File: src/gtac_pkg.sv
// Purpose: Shared constants and types of the guest trap and access control block
// Assumes: 32-bit APB words, one core clock
// Notes: Cause codes are local to this block
package gtac_pkg;
  localparam int unsigned ADDR_W = 8;
  localparam int unsigned DATA_W = 32;
  localparam logic [7:0] OFS_CTL = 8'h00;
  localparam logic [7:0] OFS_CTL_EXT = 8'h04;
  localparam logic [7:0] OFS_INT_STAT = 8'h08;
  localparam logic [7:0] OFS_INT_MASK = 8'h0c;
  localparam logic [7:0] OFS_EXIT_INFO = 8'h10;
  // guest_control_reg bits
  localparam int unsigned CTL_ALL_PRIV = 0;
  localparam int unsigned CTL_MMU = 1;
  localparam int unsigned CTL_TIMER = 2;
  localparam int unsigned CTL_CACHE = 3;
  localparam int unsigned CTL_CONFIG = 4;
  localparam int unsigned CTL_RI = 5;
  localparam int unsigned CTL_W = 6;
  localparam logic [CTL_W-1:0] CTL_RESET = 6'h00;
  // guest_control_extension_reg bits
  localparam int unsigned EXT_FCD = 0;
  localparam logic EXT_RESET = 1'b0;
  // Interrupt status and mask bits
  localparam int unsigned IRQ_SWFC = 0;
  localparam int unsigned IRQ_HWFC = 1;
  localparam int unsigned IRQ_GPSI = 2;
  localparam int unsigned IRQ_GRI = 3;
  localparam int unsigned IRQ_HCALL = 4;
  localparam int unsigned IRQ_W = 5;
  localparam logic [IRQ_W-1:0] IRQ_RESET = 5'h00;
  // Exit info fields
  localparam int unsigned EXIT_CAUSE_LSB = 0;
  localparam int unsigned EXIT_ROOT_BIT = 3;
  localparam int unsigned EXIT_CNT_LSB = 8;
  localparam int unsigned EXIT_CNT_W = 8;

  typedef enum logic [2:0] {
    gtac_c_none = 3'h0,
    gtac_c_gsfc = 3'h1,
    gtac_c_ghfc = 3'h2,
    gtac_c_gpsi = 3'h3,
    gtac_c_gri = 3'h4,
    gtac_c_hcall = 3'h5,
    gtac_c_guest = 3'h6
  } gtac_cause_t;

  typedef enum logic [3:0] {
    gtac_k_plain = 4'h0,
    gtac_k_priv = 4'h1,
    gtac_k_mmu = 4'h2,
    gtac_k_timer = 4'h3,
    gtac_k_cache = 4'h4,
    gtac_k_config = 4'h5,
    gtac_k_sysreg = 4'h6,
    gtac_k_hcall = 4'h7,
    gtac_k_rdg = 4'h8,
    gtac_k_wrg = 4'h9,
    gtac_k_tlb = 4'ha,
    gtac_k_resv = 4'hb
  } gtac_class_t;

  typedef enum logic [2:0] {
    gtac_t_inv = 3'h0,
    gtac_t_invf = 3'h1,
    gtac_t_probe = 3'h2,
    gtac_t_read = 3'h3,
    gtac_t_wri = 3'h4,
    gtac_t_wrr = 3'h5
  } gtac_tlb_t;

  typedef enum logic [1:0] {
    gtac_st_idle = 2'b00,
    gtac_st_trap = 2'b01,
    gtac_st_done = 2'b11
  } gtac_state_t;

  // Status bit that a root-bound exit sets
  function automatic logic [IRQ_W-1:0] cause_irq(input gtac_cause_t c);
    logic [IRQ_W-1:0] v;
    v = '0;
    case (c)
      gtac_c_gsfc: v[IRQ_SWFC] = 1'b1;
      gtac_c_ghfc: v[IRQ_HWFC] = 1'b1;
      gtac_c_gpsi: v[IRQ_GPSI] = 1'b1;
      gtac_c_gri: v[IRQ_GRI] = 1'b1;
      gtac_c_hcall: v[IRQ_HCALL] = 1'b1;
      default: v = '0;
    endcase
    return v;
  endfunction
endpackage

File: src/gtac_classify.sv
// Purpose: Decide the fate of one decoded instruction
// Assumes: Inputs stable for the cycle in which the instruction is taken
// Notes: Purely combinational; one cause at most per instruction
`timescale 1ns/1ns
module gtac_classify (
  input wire gtac_pkg::gtac_class_t cls, // Instruction class
  input wire logic guest_mode, // Guest context active
  input wire logic kernel_mode, // Kernel privilege
  input wire logic debug_mode, // Debug mode
  input wire logic [gtac_pkg::CTL_W-1:0] ctl, // Guest control bits
  input wire logic fcd, // Field change disable
  input wire logic sysreg_exists, // Addressed system register exists
  input wire logic sysreg_disabled, // Addressed register disabled
  input wire logic field_change, // Would alter a monitored field
  input wire logic rp_chg, // Would change reduced power bit
  input wire logic iv_chg, // Would change vector select
  output logic trap, // Exception instead of execution
  output logic to_root, // Exception goes to root
  output gtac_pkg::gtac_cause_t cause, // Exception cause
  output logic allow // Instruction may take effect
);
  logic hit;
  always_comb begin
    trap = 1'b0;
    to_root = 1'b1;
    cause = gtac_pkg::gtac_c_none;
    allow = 1'b1;
    hit = 1'b0;
    if (guest_mode && !debug_mode) begin
      case (cls)
        gtac_pkg::gtac_k_resv: begin
          trap = 1'b1;
          to_root = ctl[gtac_pkg::CTL_RI];
          cause = to_root ? gtac_pkg::gtac_c_gri : gtac_pkg::gtac_c_guest;
        end
        gtac_pkg::gtac_k_hcall: begin
          trap = 1'b1;
          to_root = kernel_mode;
          cause = kernel_mode ? gtac_pkg::gtac_c_hcall : gtac_pkg::gtac_c_guest;
        end
        gtac_pkg::gtac_k_rdg, gtac_pkg::gtac_k_wrg, gtac_pkg::gtac_k_tlb: begin
          trap = 1'b1;
          cause = gtac_pkg::gtac_c_gpsi;
        end
        gtac_pkg::gtac_k_plain: hit = 1'b0;
        default: begin
          // Targeted enables for mmu, timer, cache and config, each on its own bit; sysreg hits when missing or disabled
          case (cls)
            gtac_pkg::gtac_k_mmu: hit = ctl[gtac_pkg::CTL_MMU];
            gtac_pkg::gtac_k_timer: hit = ctl[gtac_pkg::CTL_TIMER];
            gtac_pkg::gtac_k_cache: hit = ctl[gtac_pkg::CTL_CACHE];
            gtac_pkg::gtac_k_config: hit = ctl[gtac_pkg::CTL_CONFIG];
            gtac_pkg::gtac_k_sysreg: hit = !sysreg_exists || sysreg_disabled;
            default: hit = 1'b0;
          endcase
          hit = hit || ctl[gtac_pkg::CTL_ALL_PRIV];
          if (!kernel_mode) begin
            trap = 1'b1;
            to_root = 1'b0;
            cause = gtac_pkg::gtac_c_guest;
          end else if (hit) begin
            trap = 1'b1;
            cause = gtac_pkg::gtac_c_gpsi;
          end
        end
      endcase
      if (!trap && !fcd && (field_change || rp_chg || iv_chg)) begin
        trap = 1'b1;
        cause = gtac_pkg::gtac_c_gsfc;
      end
    end else begin
      case (cls)
        gtac_pkg::gtac_k_hcall: begin
          trap = kernel_mode;
          cause = kernel_mode ? gtac_pkg::gtac_c_hcall : gtac_pkg::gtac_c_none;
          allow = kernel_mode;
        end
        gtac_pkg::gtac_k_rdg, gtac_pkg::gtac_k_wrg, gtac_pkg::gtac_k_tlb:
          allow = kernel_mode || debug_mode;
        default: allow = 1'b1;
      endcase
    end
    if (trap) begin
      allow = 1'b0;
    end
  end
endmodule // gtac_classify

File: src/gtac_top.sv
// Purpose: Guest trap and access control with APB registers
// Assumes: Decoded instruction inputs synchronous to pclk
// Notes: One trap at a time; pipeline acknowledges each trap
// Notes on behaviour
// - Guest write to monitored field traps before it executes; field unchanged.
// - Guest change of reduced power bit goes to hypervisor via field change.
// - Guest change of vector select bit also raises field change exception.
// - Hardware change of a monitored guest field raises hardware field change.
// - Trapped privileged guest kernel instructions raise privileged sensitive exception to root.
// - Catch-all enable traps every privileged guest operation.
// - Four separate enables govern mmu, timer, cache and config access.
// - Missing or disabled system register access traps as privileged sensitive.
// - Redirect bit sends guest reserved instruction exceptions to root.
// - Hypervisor call accepted from guest kernel and root kernel.
// - Root instructions read and write guest system registers.
// - Guest register moves and guest TLB ops also run in Debug mode.
// - Six guest TLB ops from root act on guest TLB.
// - Field change disable suppresses both kinds of field change exception.
// - Mmu access enable set traps guest translation control access.
//
// The placing of the registers and register access over APB were left to the implementer.
`timescale 1ns/1ns
module gtac_top #(
  parameter int unsigned CNT_W = gtac_pkg::EXIT_CNT_W // Exit counter width
) (
  input wire logic pclk, // Core clock
  input wire logic presetn, // Async reset, active low
  input wire logic [gtac_pkg::ADDR_W-1:0] paddr, // APB address
  input wire logic psel, // APB select
  input wire logic penable, // APB enable
  input wire logic pwrite, // APB direction
  input wire logic [gtac_pkg::DATA_W-1:0] pwdata, // APB write data
  output logic [gtac_pkg::DATA_W-1:0] prdata, // APB read data
  output logic pready, // APB ready
  output logic pslverr, // APB error
  input wire logic instr_valid, // Decoded instruction offered
  input wire gtac_pkg::gtac_class_t instr_class, // Instruction class
  input wire gtac_pkg::gtac_tlb_t tlb_code, // Guest TLB operation
  input wire logic guest_mode, // Guest context active
  input wire logic kernel_mode, // Kernel privilege
  input wire logic debug_mode, // Debug mode
  input wire logic sysreg_exists, // Register exists
  input wire logic sysreg_disabled, // Register disabled
  input wire logic field_change, // Monitored field would change
  input wire logic reduced_power_bit_chg, // Reduced power bit would change
  input wire logic interrupt_vector_sel_chg, // Vector select would change
  input wire logic hw_field_change, // Hardware changed a field
  input wire logic trap_ack, // Pipeline took the trap
  output logic instr_ready, // Instruction may be offered
  output logic instr_commit, // Taken instruction takes effect
  output logic trap_req, // Exception pending
  output logic trap_to_root, // Exception goes to root
  output gtac_pkg::gtac_cause_t trap_cause, // Exception cause
  output logic guest_sysreg_rd, // Guest register read strobe
  output logic guest_sysreg_wr, // Guest register write strobe
  output logic guest_tlb_op, // Guest TLB op strobe
  output gtac_pkg::gtac_tlb_t guest_tlb_code, // Guest TLB op code
  output logic irq // Level interrupt
);
  if (CNT_W < 1 || CNT_W > gtac_pkg::DATA_W - gtac_pkg::EXIT_CNT_LSB) begin : g_chk
    $error("CNT_W must lie in 1..24");
  end

  logic [gtac_pkg::CTL_W-1:0] ctl, next_ctl;
  logic fcd, next_fcd;
  logic [gtac_pkg::IRQ_W-1:0] stat, next_stat, mask, next_mask;
  logic [gtac_pkg::DATA_W-1:0] next_prdata, rdv;
  logic next_pready, next_pslverr, next_irq, acc, wr, hit;
  gtac_pkg::gtac_state_t state, next_state;
  logic hw_pend, next_hw_pend;
  logic next_instr_ready, next_instr_commit, next_trap_req, next_trap_to_root;
  gtac_pkg::gtac_cause_t next_trap_cause, last_cause, next_last_cause;
  logic last_root, next_last_root;
  logic [CNT_W-1:0] exit_cnt, next_exit_cnt;
  logic next_rd, next_wr, next_tlb;
  gtac_pkg::gtac_tlb_t next_tlb_code;
  logic start, start_root, take;
  gtac_pkg::gtac_cause_t start_cause;
  logic c_trap, c_root, c_allow;
  gtac_pkg::gtac_cause_t c_cause;

  gtac_classify u_cls (
    .cls(instr_class),
    .guest_mode(guest_mode),
    .kernel_mode(kernel_mode),
    .debug_mode(debug_mode),
    .ctl(ctl),
    .fcd(fcd),
    .sysreg_exists(sysreg_exists),
    .sysreg_disabled(sysreg_disabled),
    .field_change(field_change),
    .rp_chg(reduced_power_bit_chg),
    .iv_chg(interrupt_vector_sel_chg),
    .trap(c_trap),
    .to_root(c_root),
    .cause(c_cause),
    .allow(c_allow)
  );

  assign take = instr_valid && instr_ready;

  // Trap sequencing
  always_comb begin
    next_state = state;
    next_trap_req = trap_req;
    next_trap_cause = trap_cause;
    next_trap_to_root = trap_to_root;
    next_instr_commit = 1'b0;
    next_rd = 1'b0;
    next_wr = 1'b0;
    next_tlb = 1'b0;
    next_tlb_code = guest_tlb_code;
    next_last_cause = last_cause;
    next_last_root = last_root;
    next_exit_cnt = exit_cnt;
    start = 1'b0;
    start_root = 1'b1;
    start_cause = gtac_pkg::gtac_c_none;
    // A change arriving with the clear is kept
    next_hw_pend = hw_pend && !fcd;
    case (state)
      gtac_pkg::gtac_st_idle: begin
        if (take && c_trap) begin
          start = 1'b1;
          start_cause = c_cause;
          start_root = c_root;
        end else if (take) begin
          next_instr_commit = c_allow;
          next_rd = c_allow && instr_class == gtac_pkg::gtac_k_rdg;
          next_wr = c_allow && instr_class == gtac_pkg::gtac_k_wrg;
          next_tlb = c_allow && instr_class == gtac_pkg::gtac_k_tlb;
          next_tlb_code = tlb_code;
        end else if (hw_pend && !fcd) begin
          start = 1'b1;
          start_cause = gtac_pkg::gtac_c_ghfc;
          next_hw_pend = 1'b0;
        end
      end
      gtac_pkg::gtac_st_trap: begin
        if (trap_ack) begin
          next_trap_req = 1'b0;
          next_state = gtac_pkg::gtac_st_done;
        end
      end
      gtac_pkg::gtac_st_done: next_state = gtac_pkg::gtac_st_idle;
      default: next_state = gtac_pkg::gtac_st_idle;
    endcase
    if (hw_field_change && !fcd) begin
      next_hw_pend = 1'b1;
    end
    if (start) begin
      next_state = gtac_pkg::gtac_st_trap;
      next_trap_req = 1'b1;
      next_trap_cause = start_cause;
      next_trap_to_root = start_root;
      if (start_root) begin
        next_last_cause = start_cause;
        next_last_root = 1'b1;
        next_exit_cnt = exit_cnt + 1'b1;
      end
    end
    // Pending hardware change goes before new instructions
    next_instr_ready = next_state == gtac_pkg::gtac_st_idle && !next_hw_pend;
  end

  always_ff @(posedge pclk or negedge presetn) begin
    if (!presetn) begin
      state <= gtac_pkg::gtac_st_idle;
      hw_pend <= 1'b0;
      instr_ready <= 1'b0;
      instr_commit <= 1'b0;
      trap_req <= 1'b0;
      trap_cause <= gtac_pkg::gtac_c_none;
      trap_to_root <= 1'b0;
      guest_sysreg_rd <= 1'b0;
      guest_sysreg_wr <= 1'b0;
      guest_tlb_op <= 1'b0;
      guest_tlb_code <= gtac_pkg::gtac_t_inv;
      last_cause <= gtac_pkg::gtac_c_none;
      last_root <= 1'b0;
      exit_cnt <= '0;
    end else begin
      state <= next_state;
      hw_pend <= next_hw_pend;
      instr_ready <= next_instr_ready;
      instr_commit <= next_instr_commit;
      trap_req <= next_trap_req;
      trap_cause <= next_trap_cause;
      trap_to_root <= next_trap_to_root;
      guest_sysreg_rd <= next_rd;
      guest_sysreg_wr <= next_wr;
      guest_tlb_op <= next_tlb;
      guest_tlb_code <= next_tlb_code;
      last_cause <= next_last_cause;
      last_root <= next_last_root;
      exit_cnt <= next_exit_cnt;
    end
  end

  // Registers and APB; one wait state so read data comes from a flop
  always_comb begin
    acc = psel && penable && !pready;
    wr = psel && penable && pready && pwrite;
    hit = 1'b1;
    rdv = '0;
    case (paddr)
      gtac_pkg::OFS_CTL: rdv[gtac_pkg::CTL_W-1:0] = ctl;
      gtac_pkg::OFS_CTL_EXT: rdv[gtac_pkg::EXT_FCD] = fcd;
      gtac_pkg::OFS_INT_STAT: rdv[gtac_pkg::IRQ_W-1:0] = stat;
      gtac_pkg::OFS_INT_MASK: rdv[gtac_pkg::IRQ_W-1:0] = mask;
      gtac_pkg::OFS_EXIT_INFO: begin
        rdv[gtac_pkg::EXIT_CAUSE_LSB +: $bits(gtac_pkg::gtac_cause_t)] = last_cause;
        rdv[gtac_pkg::EXIT_ROOT_BIT] = last_root;
        rdv[gtac_pkg::EXIT_CNT_LSB +: CNT_W] = exit_cnt;
      end
      default: hit = 1'b0;
    endcase
    next_pready = acc;
    next_pslverr = acc && !hit;
    next_prdata = (acc && !pwrite) ? rdv : prdata;
    next_ctl = ctl;
    next_fcd = fcd;
    next_mask = mask;
    next_stat = stat;
    if (wr && paddr == gtac_pkg::OFS_CTL) begin
      next_ctl = pwdata[gtac_pkg::CTL_W-1:0];
    end
    if (wr && paddr == gtac_pkg::OFS_CTL_EXT) begin
      next_fcd = pwdata[gtac_pkg::EXT_FCD];
    end
    if (wr && paddr == gtac_pkg::OFS_INT_MASK) begin
      next_mask = pwdata[gtac_pkg::IRQ_W-1:0];
    end
    if (wr && paddr == gtac_pkg::OFS_INT_STAT) begin
      next_stat = stat & ~pwdata[gtac_pkg::IRQ_W-1:0];
    end
    // Set wins over a clear in the same cycle
    if (start && start_root) begin
      next_stat = next_stat | gtac_pkg::cause_irq(start_cause);
    end
    next_irq = |(next_stat & next_mask);
  end

  always_ff @(posedge pclk or negedge presetn) begin
    if (!presetn) begin
      ctl <= gtac_pkg::CTL_RESET;
      fcd <= gtac_pkg::EXT_RESET;
      stat <= gtac_pkg::IRQ_RESET;
      mask <= gtac_pkg::IRQ_RESET;
      prdata <= '0;
      pready <= 1'b0;
      pslverr <= 1'b0;
      irq <= 1'b0;
    end else begin
      ctl <= next_ctl;
      fcd <= next_fcd;
      stat <= next_stat;
      mask <= next_mask;
      prdata <= next_prdata;
      pready <= next_pready;
      pslverr <= next_pslverr;
      irq <= next_irq;
    end
  end
endmodule // gtac_top

File: config.mk
export PLATFORM = sky130hd
export DESIGN_NAME = gtac_top
export DESIGN_NICKNAME = d
export VERILOG_FILES = /design/src/gtac_pkg.sv /design/src/gtac_classify.sv /design/src/gtac_top.sv
export SDC_FILE = /design/constraint.sdc
export NUM_CORES = 1
export LEC_CHECK = 0
export BUFFER_PORTS_ARGS = -buffer_cell sky130_fd_sc_hd__buf_2
export CELL_PAD_IN_SITES_DETAIL_PLACEMENT = 1
export CELL_PAD_IN_SITES_GLOBAL_PLACEMENT = 2
export CORE_AREA = 2 2 98 119
export DETAILED_ROUTE_END_ITERATION = 7
export DIE_AREA = 0 0 100 121
export PLACE_DENSITY_LB_ADDON = 0.1
export SLEW_MARGIN = 10
export SYNTH_ARGS = -nofsm -noshare
export SYNTH_HDL_FRONTEND = slang
export SYNTH_SLANG_ARGS = --single-unit
File: constraint.sdc
create_clock -name pclk -period 2.68 [get_ports pclk]
set_input_delay 0 -clock pclk [delete_from_list [all_inputs] [get_ports pclk]]
set_output_delay 0 -clock pclk [all_outputs]
set_load 0.01 [all_outputs]
==> qor.txt, run 1 <==
H-tree lvl count: 3
Number of synthesized register bits: 62
Crit path max fanout: 6
Critical-path top delay cell: mux2i_1
Sequential fraction of the synthesis area: 48.0%
Main combinational cell family by area after synthesis: simple AND/OR/NAND/NOR gates
Die area: 12100 sq um
Worst Clk Skew: 0.00503 ns
EDFF count, synth: 0
RSZ-0062 raised after global routing: false
Final HPWL DP: 6.37 mm
Most frequent cell after synthesis: dfrtp_1
Area leader, netlist: dfrtp_1
Synth top area share: 48.0%
CP Cell Sequence: and4_1, nand4_1, mux2i_1, o22ai_1, a211o_1, a31oi_1, nand3_1
Ys async rst share: 100%
Synth top area cells: dfrtp_1, nand2_1, buf_4
Peak supply drop: 247 uV
Setup crit end kind: register
Crit-path max cell delay: 0.41 ns
# DRC: 0
Final WL: 8.51 mm
Gr usage total: 15.0%
Slew HR: 46.3%
Met3 GRT Util: 3.69%
Hold WS: 0.0396 ns
Fin area: 4060 sq um
First drt pass iteration count: 4
Met2 Resource Use GR: 25.3%
Overall power: 2.81 mW
CTS sink cnt: 62
Worst reg2reg path depth: 7
Worst Setup Slack, final: 0.337 ns
Post-Syn Area: 3230 sq um
Fillers: 1287
Diodes inserted: 0
Final Cycle Share: 87.4%
R2r setup slk: 0.34 ns
Post-Syn Instances: 325
Leak pwr: 2.02 nW
Hold path depth: 2
Dpl cells: 515
Slew Limit Fails: 0
Clk_lat worst skew: 0.33 ns
Die Width: 100 microns
Row count: 42
HP Start: instr_class[0]
Crit path time final: 2.34 ns
Capturing point of the worst reg2reg path: irq$_DFF_PN0_
Num CTS Buffers: 9
Post-synth cell types: 55
Number of global-route vias before repair: 2709
Gr ovfl total: 0
Clk slew on worst S/H paths: 0.05 ns
Antenna Nets Post-Route: 0
Initial Utilization: 29.6%
Area delta synth->final: 25.4%
WL/cell: 15.6 microns
Layout cells sized above 1: 25.7%
Maximum capacitance violations: 0
Number of port buffers: 66
Xor and xnor area share after synthesis: 1.90%
CTS tree: done
Drt via density: 4.78
GRT met1 Usage: 18.2%
Arrival time worst endpoint: 2.55 ns
Largest net degree at the start of global routing: 63
Post-synthesis compound-gate area fraction: 13.0%
Status: complete, no violations
# setup viols final: 0
Critical Path RT: 2.89 ns
Clock tree root driver cell: clkbuf_16
Fin util: 37.1%
Startpoint types: register
DR iter-0 viols: 66
Hold endpoint: guest_tlb_op$_DFF_PN0_
Mux share of post-synthesis cell area: 8.24%
Actual slew at the worst max-slew pin: 0.806 ns
Top cells by instance count after synthesis: dfrtp_1, nand2_1, o21ai_0
Die Span Y: 121 microns
Placer Congestion: 0.782
DR vias: 2603
Final #Nets: 473
Synth Area per Inst: 9.95 sq um
Top-level port count: 111
Fin. Hold Viols: 0
Bufs on Longest Clock Path: 2
HP Class: input port to register
Placed Instance Area: 3630 sq um
Synth Area in Simple Gates: 20.9%
Core box area: 10900 sq um
Pwr dens: 692 nW/um^2
Yosys warns: 0
Setup TNS Final: 0 ns
Fin cells: 545
Post-Synth Adder-Cell Area: 0.387%
Busiest layer in global routing: met2
First-pass GRT wire length: 13.8 mm
Antenna violations before repair: 0
Worst r2r src: pready$_DFF_PN0_
Top FF cell, synth: dfrtp_1
Pre-CTS worst setup slack: 0.280 ns
Fmax achieved: 427 MHz
Setup CP Type: register to register
cell type report:
type / instances / area, sq um / area share, %
sequential: 62 / 1550 / 38.2
multi-input combinational: 239 / 1510 / 37.2
timing repair buffer: 87 / 526 / 13.0
clock buffer: 14 / 264 / 6.51
tap: 132 / 165 / 4.07
inverter: 10 / 37.5 / 0.925
clock inverter: 1 / 5.00 / 0.123
layout by cell type, fill, tap and decap left out, types with 9 or more instances in the layout:
cell,instances
conb_1,18
dlygate4sd3_1,15
mux2_2,11
nor3_1,10
dfrtp_1,62
buf_2,66
clkbuf_16,9
nor2_1,21
inv_1,10
nand3_1,10
o21ai_0,25
nand2_1,38
worst max path at each step:
stage	startpoint	cells after the start	slack [ns]	end
after floorplan	ctl[1]$_DFFE_PN0P_	8	0.61	guest_sysreg_wr$_DFF_PN0_
after global placement	instr_class[2]	8	0.26	exit_cnt[7]$_DFFE_PN0N_
after detailed placement	instr_class[2]	8	0.28	exit_cnt[7]$_DFFE_PN0N_
after CTS	instr_class[1]	9	0.17	exit_cnt[7]$_DFFE_PN0N_
after global routing	pready$_DFF_PN0_	7	0.16	irq$_DFF_PN0_
final	pready$_DFF_PN0_	7	0.34	irq$_DFF_PN0_
metal layers:
metal  wire [microns]  share of wire [%]
met4              197                2.3
met3              301                3.5
met2             4320                 51
met5                0                  0
met1             3690                 43
report_power, final:
group          total, mW  switching [mW]  internal, mW
combinational      0.551           0.314         0.237
clock               1.07           0.397         0.669
sequential          1.19           0.109          1.08
state kept, by name, summed over array words and instances, names as in the netlist:
register,count
guest_sysreg_rd,1
irq,1
mask,5
last_root,1
last_cause,3
instr_commit,1
exit_cnt,8
guest_tlb_op,1
pslverr,1
state,2
fcd,1
ctl,6
trap_to_root,1
pready,1
stat,5
prdata,14
instr_ready,1
guest_sysreg_wr,1
trap_req,1
guest_tlb_code,3
trap_cause,3
hw_pend,1
cell families after synthesis:
logic type / after synthesis
DFF: 62
AOI/OAI and AO/OA: 63
adders and majority gates: 1
muxes: 23
xor gates and xnor gates: 7
buffers and inverters: 41
and+or+nand+nor: 127
other: 1
critical path: cells and delay by family (launching register included):
kind            cells  cell delay [ns]
mux                 1             0.41
simple gates        3             0.80
flops               1             0.39
compound gates      3             0.64
repair_timing:
action | CTS | global route
resized for setup | 0 | 1
hold buffers | 15 | 0
buffers inserted | 0 | 0
endpoints found under the hold margin | 78 | 0
endpoints found under the setup margin | 0 | 2
Power figures use the tool's default switching activity.
==> run 2, diff against run 1 <==
SLEW_MARGIN = 15   (was 10)
clock period = 2.3 ns   (was 2.68 ns; I/O delays follow)
==> run 2 against run 1 <==
Largest cell class unchanged. Clock skew is 0.0018 ns higher. Critical path type unchanged. Routed wire length up 1.9%. Worst setup slack got worse by 0.20 ns.
==> qor.txt, run 2 (synthesis gave the netlist of run 1 again) <==
Status: complete, no violations
Final HPWL DP: 6.62 mm
CP Cell Sequence: mux2_4, a32oi_4, nand4_2, and2_1, or2_4, a211o_1, nor3b_2
Fin util: 38.0%
Setup CP Type: register to register
Reg with most FFs: prdata
Clock power frac: 37.0%
Placer Congestion: 0.819
Clk_lat worst skew: 0.33 ns
Pre-CTS worst setup slack: 0.0212 ns
WL/cell: 15.6 microns
Setup crit end kind: register
Largest net degree at the start of global routing: 36
Die area: 12100 sq um
# setup viols final: 0
Critical-path top delay cell: dfrtp_1
Commonest non-fill, non-tap cells in the layout: buf_2, dfrtp_1, nand2_1
Bufs on Longest Clock Path: 2
Number of global-route vias before repair: 2757
Final #Nets: 484
Startpoint types: register
Actual slew at the worst max-slew pin: 0.511 ns
Slew HR: 65.9%
Critical Path RT: 2.55 ns
Clk slew on worst S/H paths: 0.06 ns
Arrival time worst endpoint: 2.42 ns
Largest registers: prdata x14, exit_cnt x8, ctl x6
Diodes inserted: 0
Row count: 42
Peak supply drop: 278 uV
Pwr dens: 792 nW/um^2
Drt via density: 4.74
Sequential Power Share: 41.9%
Cell-internal power: 2.30 mW
Area delta synth->final: 28.4%
Maximum capacitance violations: 0
CTS sink cnt: 62
Top-level port count: 111
DR iter-0 viols: 71
Most common cell after layout, fill and taps aside: buf_2
Worst Clk Skew: 0.00679 ns
First-pass GRT wire length: 14.3 mm
Worst Setup Slack, final: 0.133 ns
Gr ovfl total: 0
Hold path depth: 3
Gr usage total: 15.4%
Antenna violations before repair: 0
Crit-path max cell delay: 0.39 ns
Number of port buffers: 66
RSZ-0062 raised after global routing: false
R2r setup slk: 0.13 ns
Slew Limit Fails: 0
Final Cycle Share: 94.2%
Max reg flops: 14
Worst reg2reg path depth: 7
Clock tree root driver cell: clkbuf_16
Top cell family by delay on the critical path: simple AND/OR/NAND/NOR gates
Post-CTS Setup Inserts: 0
Initial Utilization: 29.6%
Fin. Hold Viols: 0
Fin area: 4150 sq um
Die Span Y: 121 microns
Leak pwr: 2.06 nW
HP Class: input port to register
Antenna Nets Post-Route: 0
Fillers: 1291
Crit path buf inv count: 0
Placed Instance Area: 3710 sq um
Crit path time final: 2.17 ns
H-tree lvl count: 3
DR vias: 2642
# DRC: 0
Stages on the worst setup path: 7
HP Start: instr_class[0]
Worst r2r src: ctl[1]$_DFFE_PN0P_
Hold endpoint: guest_tlb_op$_DFF_PN0_
Core box area: 10900 sq um
First drt pass iteration count: 4
Die Width: 100 microns
Setup TNS Final: 0 ns
Overall power: 3.29 mW
Combinational group share of total power: 21.1%
Fmax achieved: 462 MHz
Num CTS Buffers: 9
Crit path max fanout: 5
Layout cells sized above 1: 28.0%
Sw power: 994 uW
Net Sw Frac: 30.2%
Capturing point of the worst reg2reg path: guest_sysreg_wr$_DFF_PN0_
Final WL: 8.67 mm
CTS tree: done
## run 2: layout make-up
cell class | instances | area (sq um) | share of cell area (%)
flip-flops and latches | 62 | 1550 | 37.4
multi-input cells | 239 | 1520 | 36.6
repair buffers | 98 | 611 | 14.7
clock buffers | 10 | 229 | 5.52
well taps | 132 | 165 | 3.98
clock inverters | 6 | 38.8 | 0.934
inverters | 10 | 37.5 | 0.904
## run 2: repair_timing
| item | 4_1_cts | 5_1_grt |
|---|---|---|
| hold buffers | 16 | 0 |
| endpoints found under the hold margin | 78 | 0 |
| resized for setup | 0 | 2 |
| endpoints found under the setup margin | 0 | 2 |
## run 2: worst max-delay path by stage
stage                  startpoint                        end  slack [ns]
2_1_floorplan  ctl[1]$_DFFE_PN0P_  guest_sysreg_wr$_DFF_PN0_        0.23
3_3_place_gp   ctl[1]$_DFFE_PN0P_  guest_sysreg_wr$_DFF_PN0_        0.11
3_5_place_dp   ctl[1]$_DFFE_PN0P_  guest_sysreg_wr$_DFF_PN0_        0.02
4_1_cts        ctl[1]$_DFFE_PN0P_  guest_sysreg_wr$_DFF_PN0_        0.03
5_1_grt          pready$_DFF_PN0_              irq$_DFF_PN0_        0.02
6_report       ctl[1]$_DFFE_PN0P_  guest_sysreg_wr$_DFF_PN0_        0.13
## run 2: worst min-delay path: cells and delay by family
kind	cells	cell delay, ns
buffers and inverters	2	0.31
AND/OR/NAND/NOR	1	0.06
## run 2: metrics by stage
step / hold slack (ns) / std cells
after floorplan: -0.296 / 342
after global placement: -0.200 / 525
after detailed placement: -0.197 / 525
after CTS: 0.0752 / 557
after global routing: 0.0891 / 557
final: 0.0865 / 557
## run 2: per-layer routing
layer,wire length [microns],vias to the layer above,global-route usage (%)
met5,0,-,0
met4,167,0,6.16
met3,223,12,2.59
met2,4520,45,26.7
met1,3760,1280,18.9
li1,-,1305,-
## run 2: power by group through the flow
| stage | logic (mW) | clock network [mW] | registers, mW |
|---|---|---|---|
| 3_3_place_gp | 0.675 | 0 | 1.39 |
| 6_report | 0.694 | 1.22 | 1.38 |
| 3_5_place_dp | 0.688 | 0 | 1.40 |
| 5_1_grt | 0.786 | 1.32 | 1.41 |
| 4_1_cts | 0.714 | 1.26 | 1.38 |
| 2_1_floorplan | 0.398 | 0 | 1.40 |
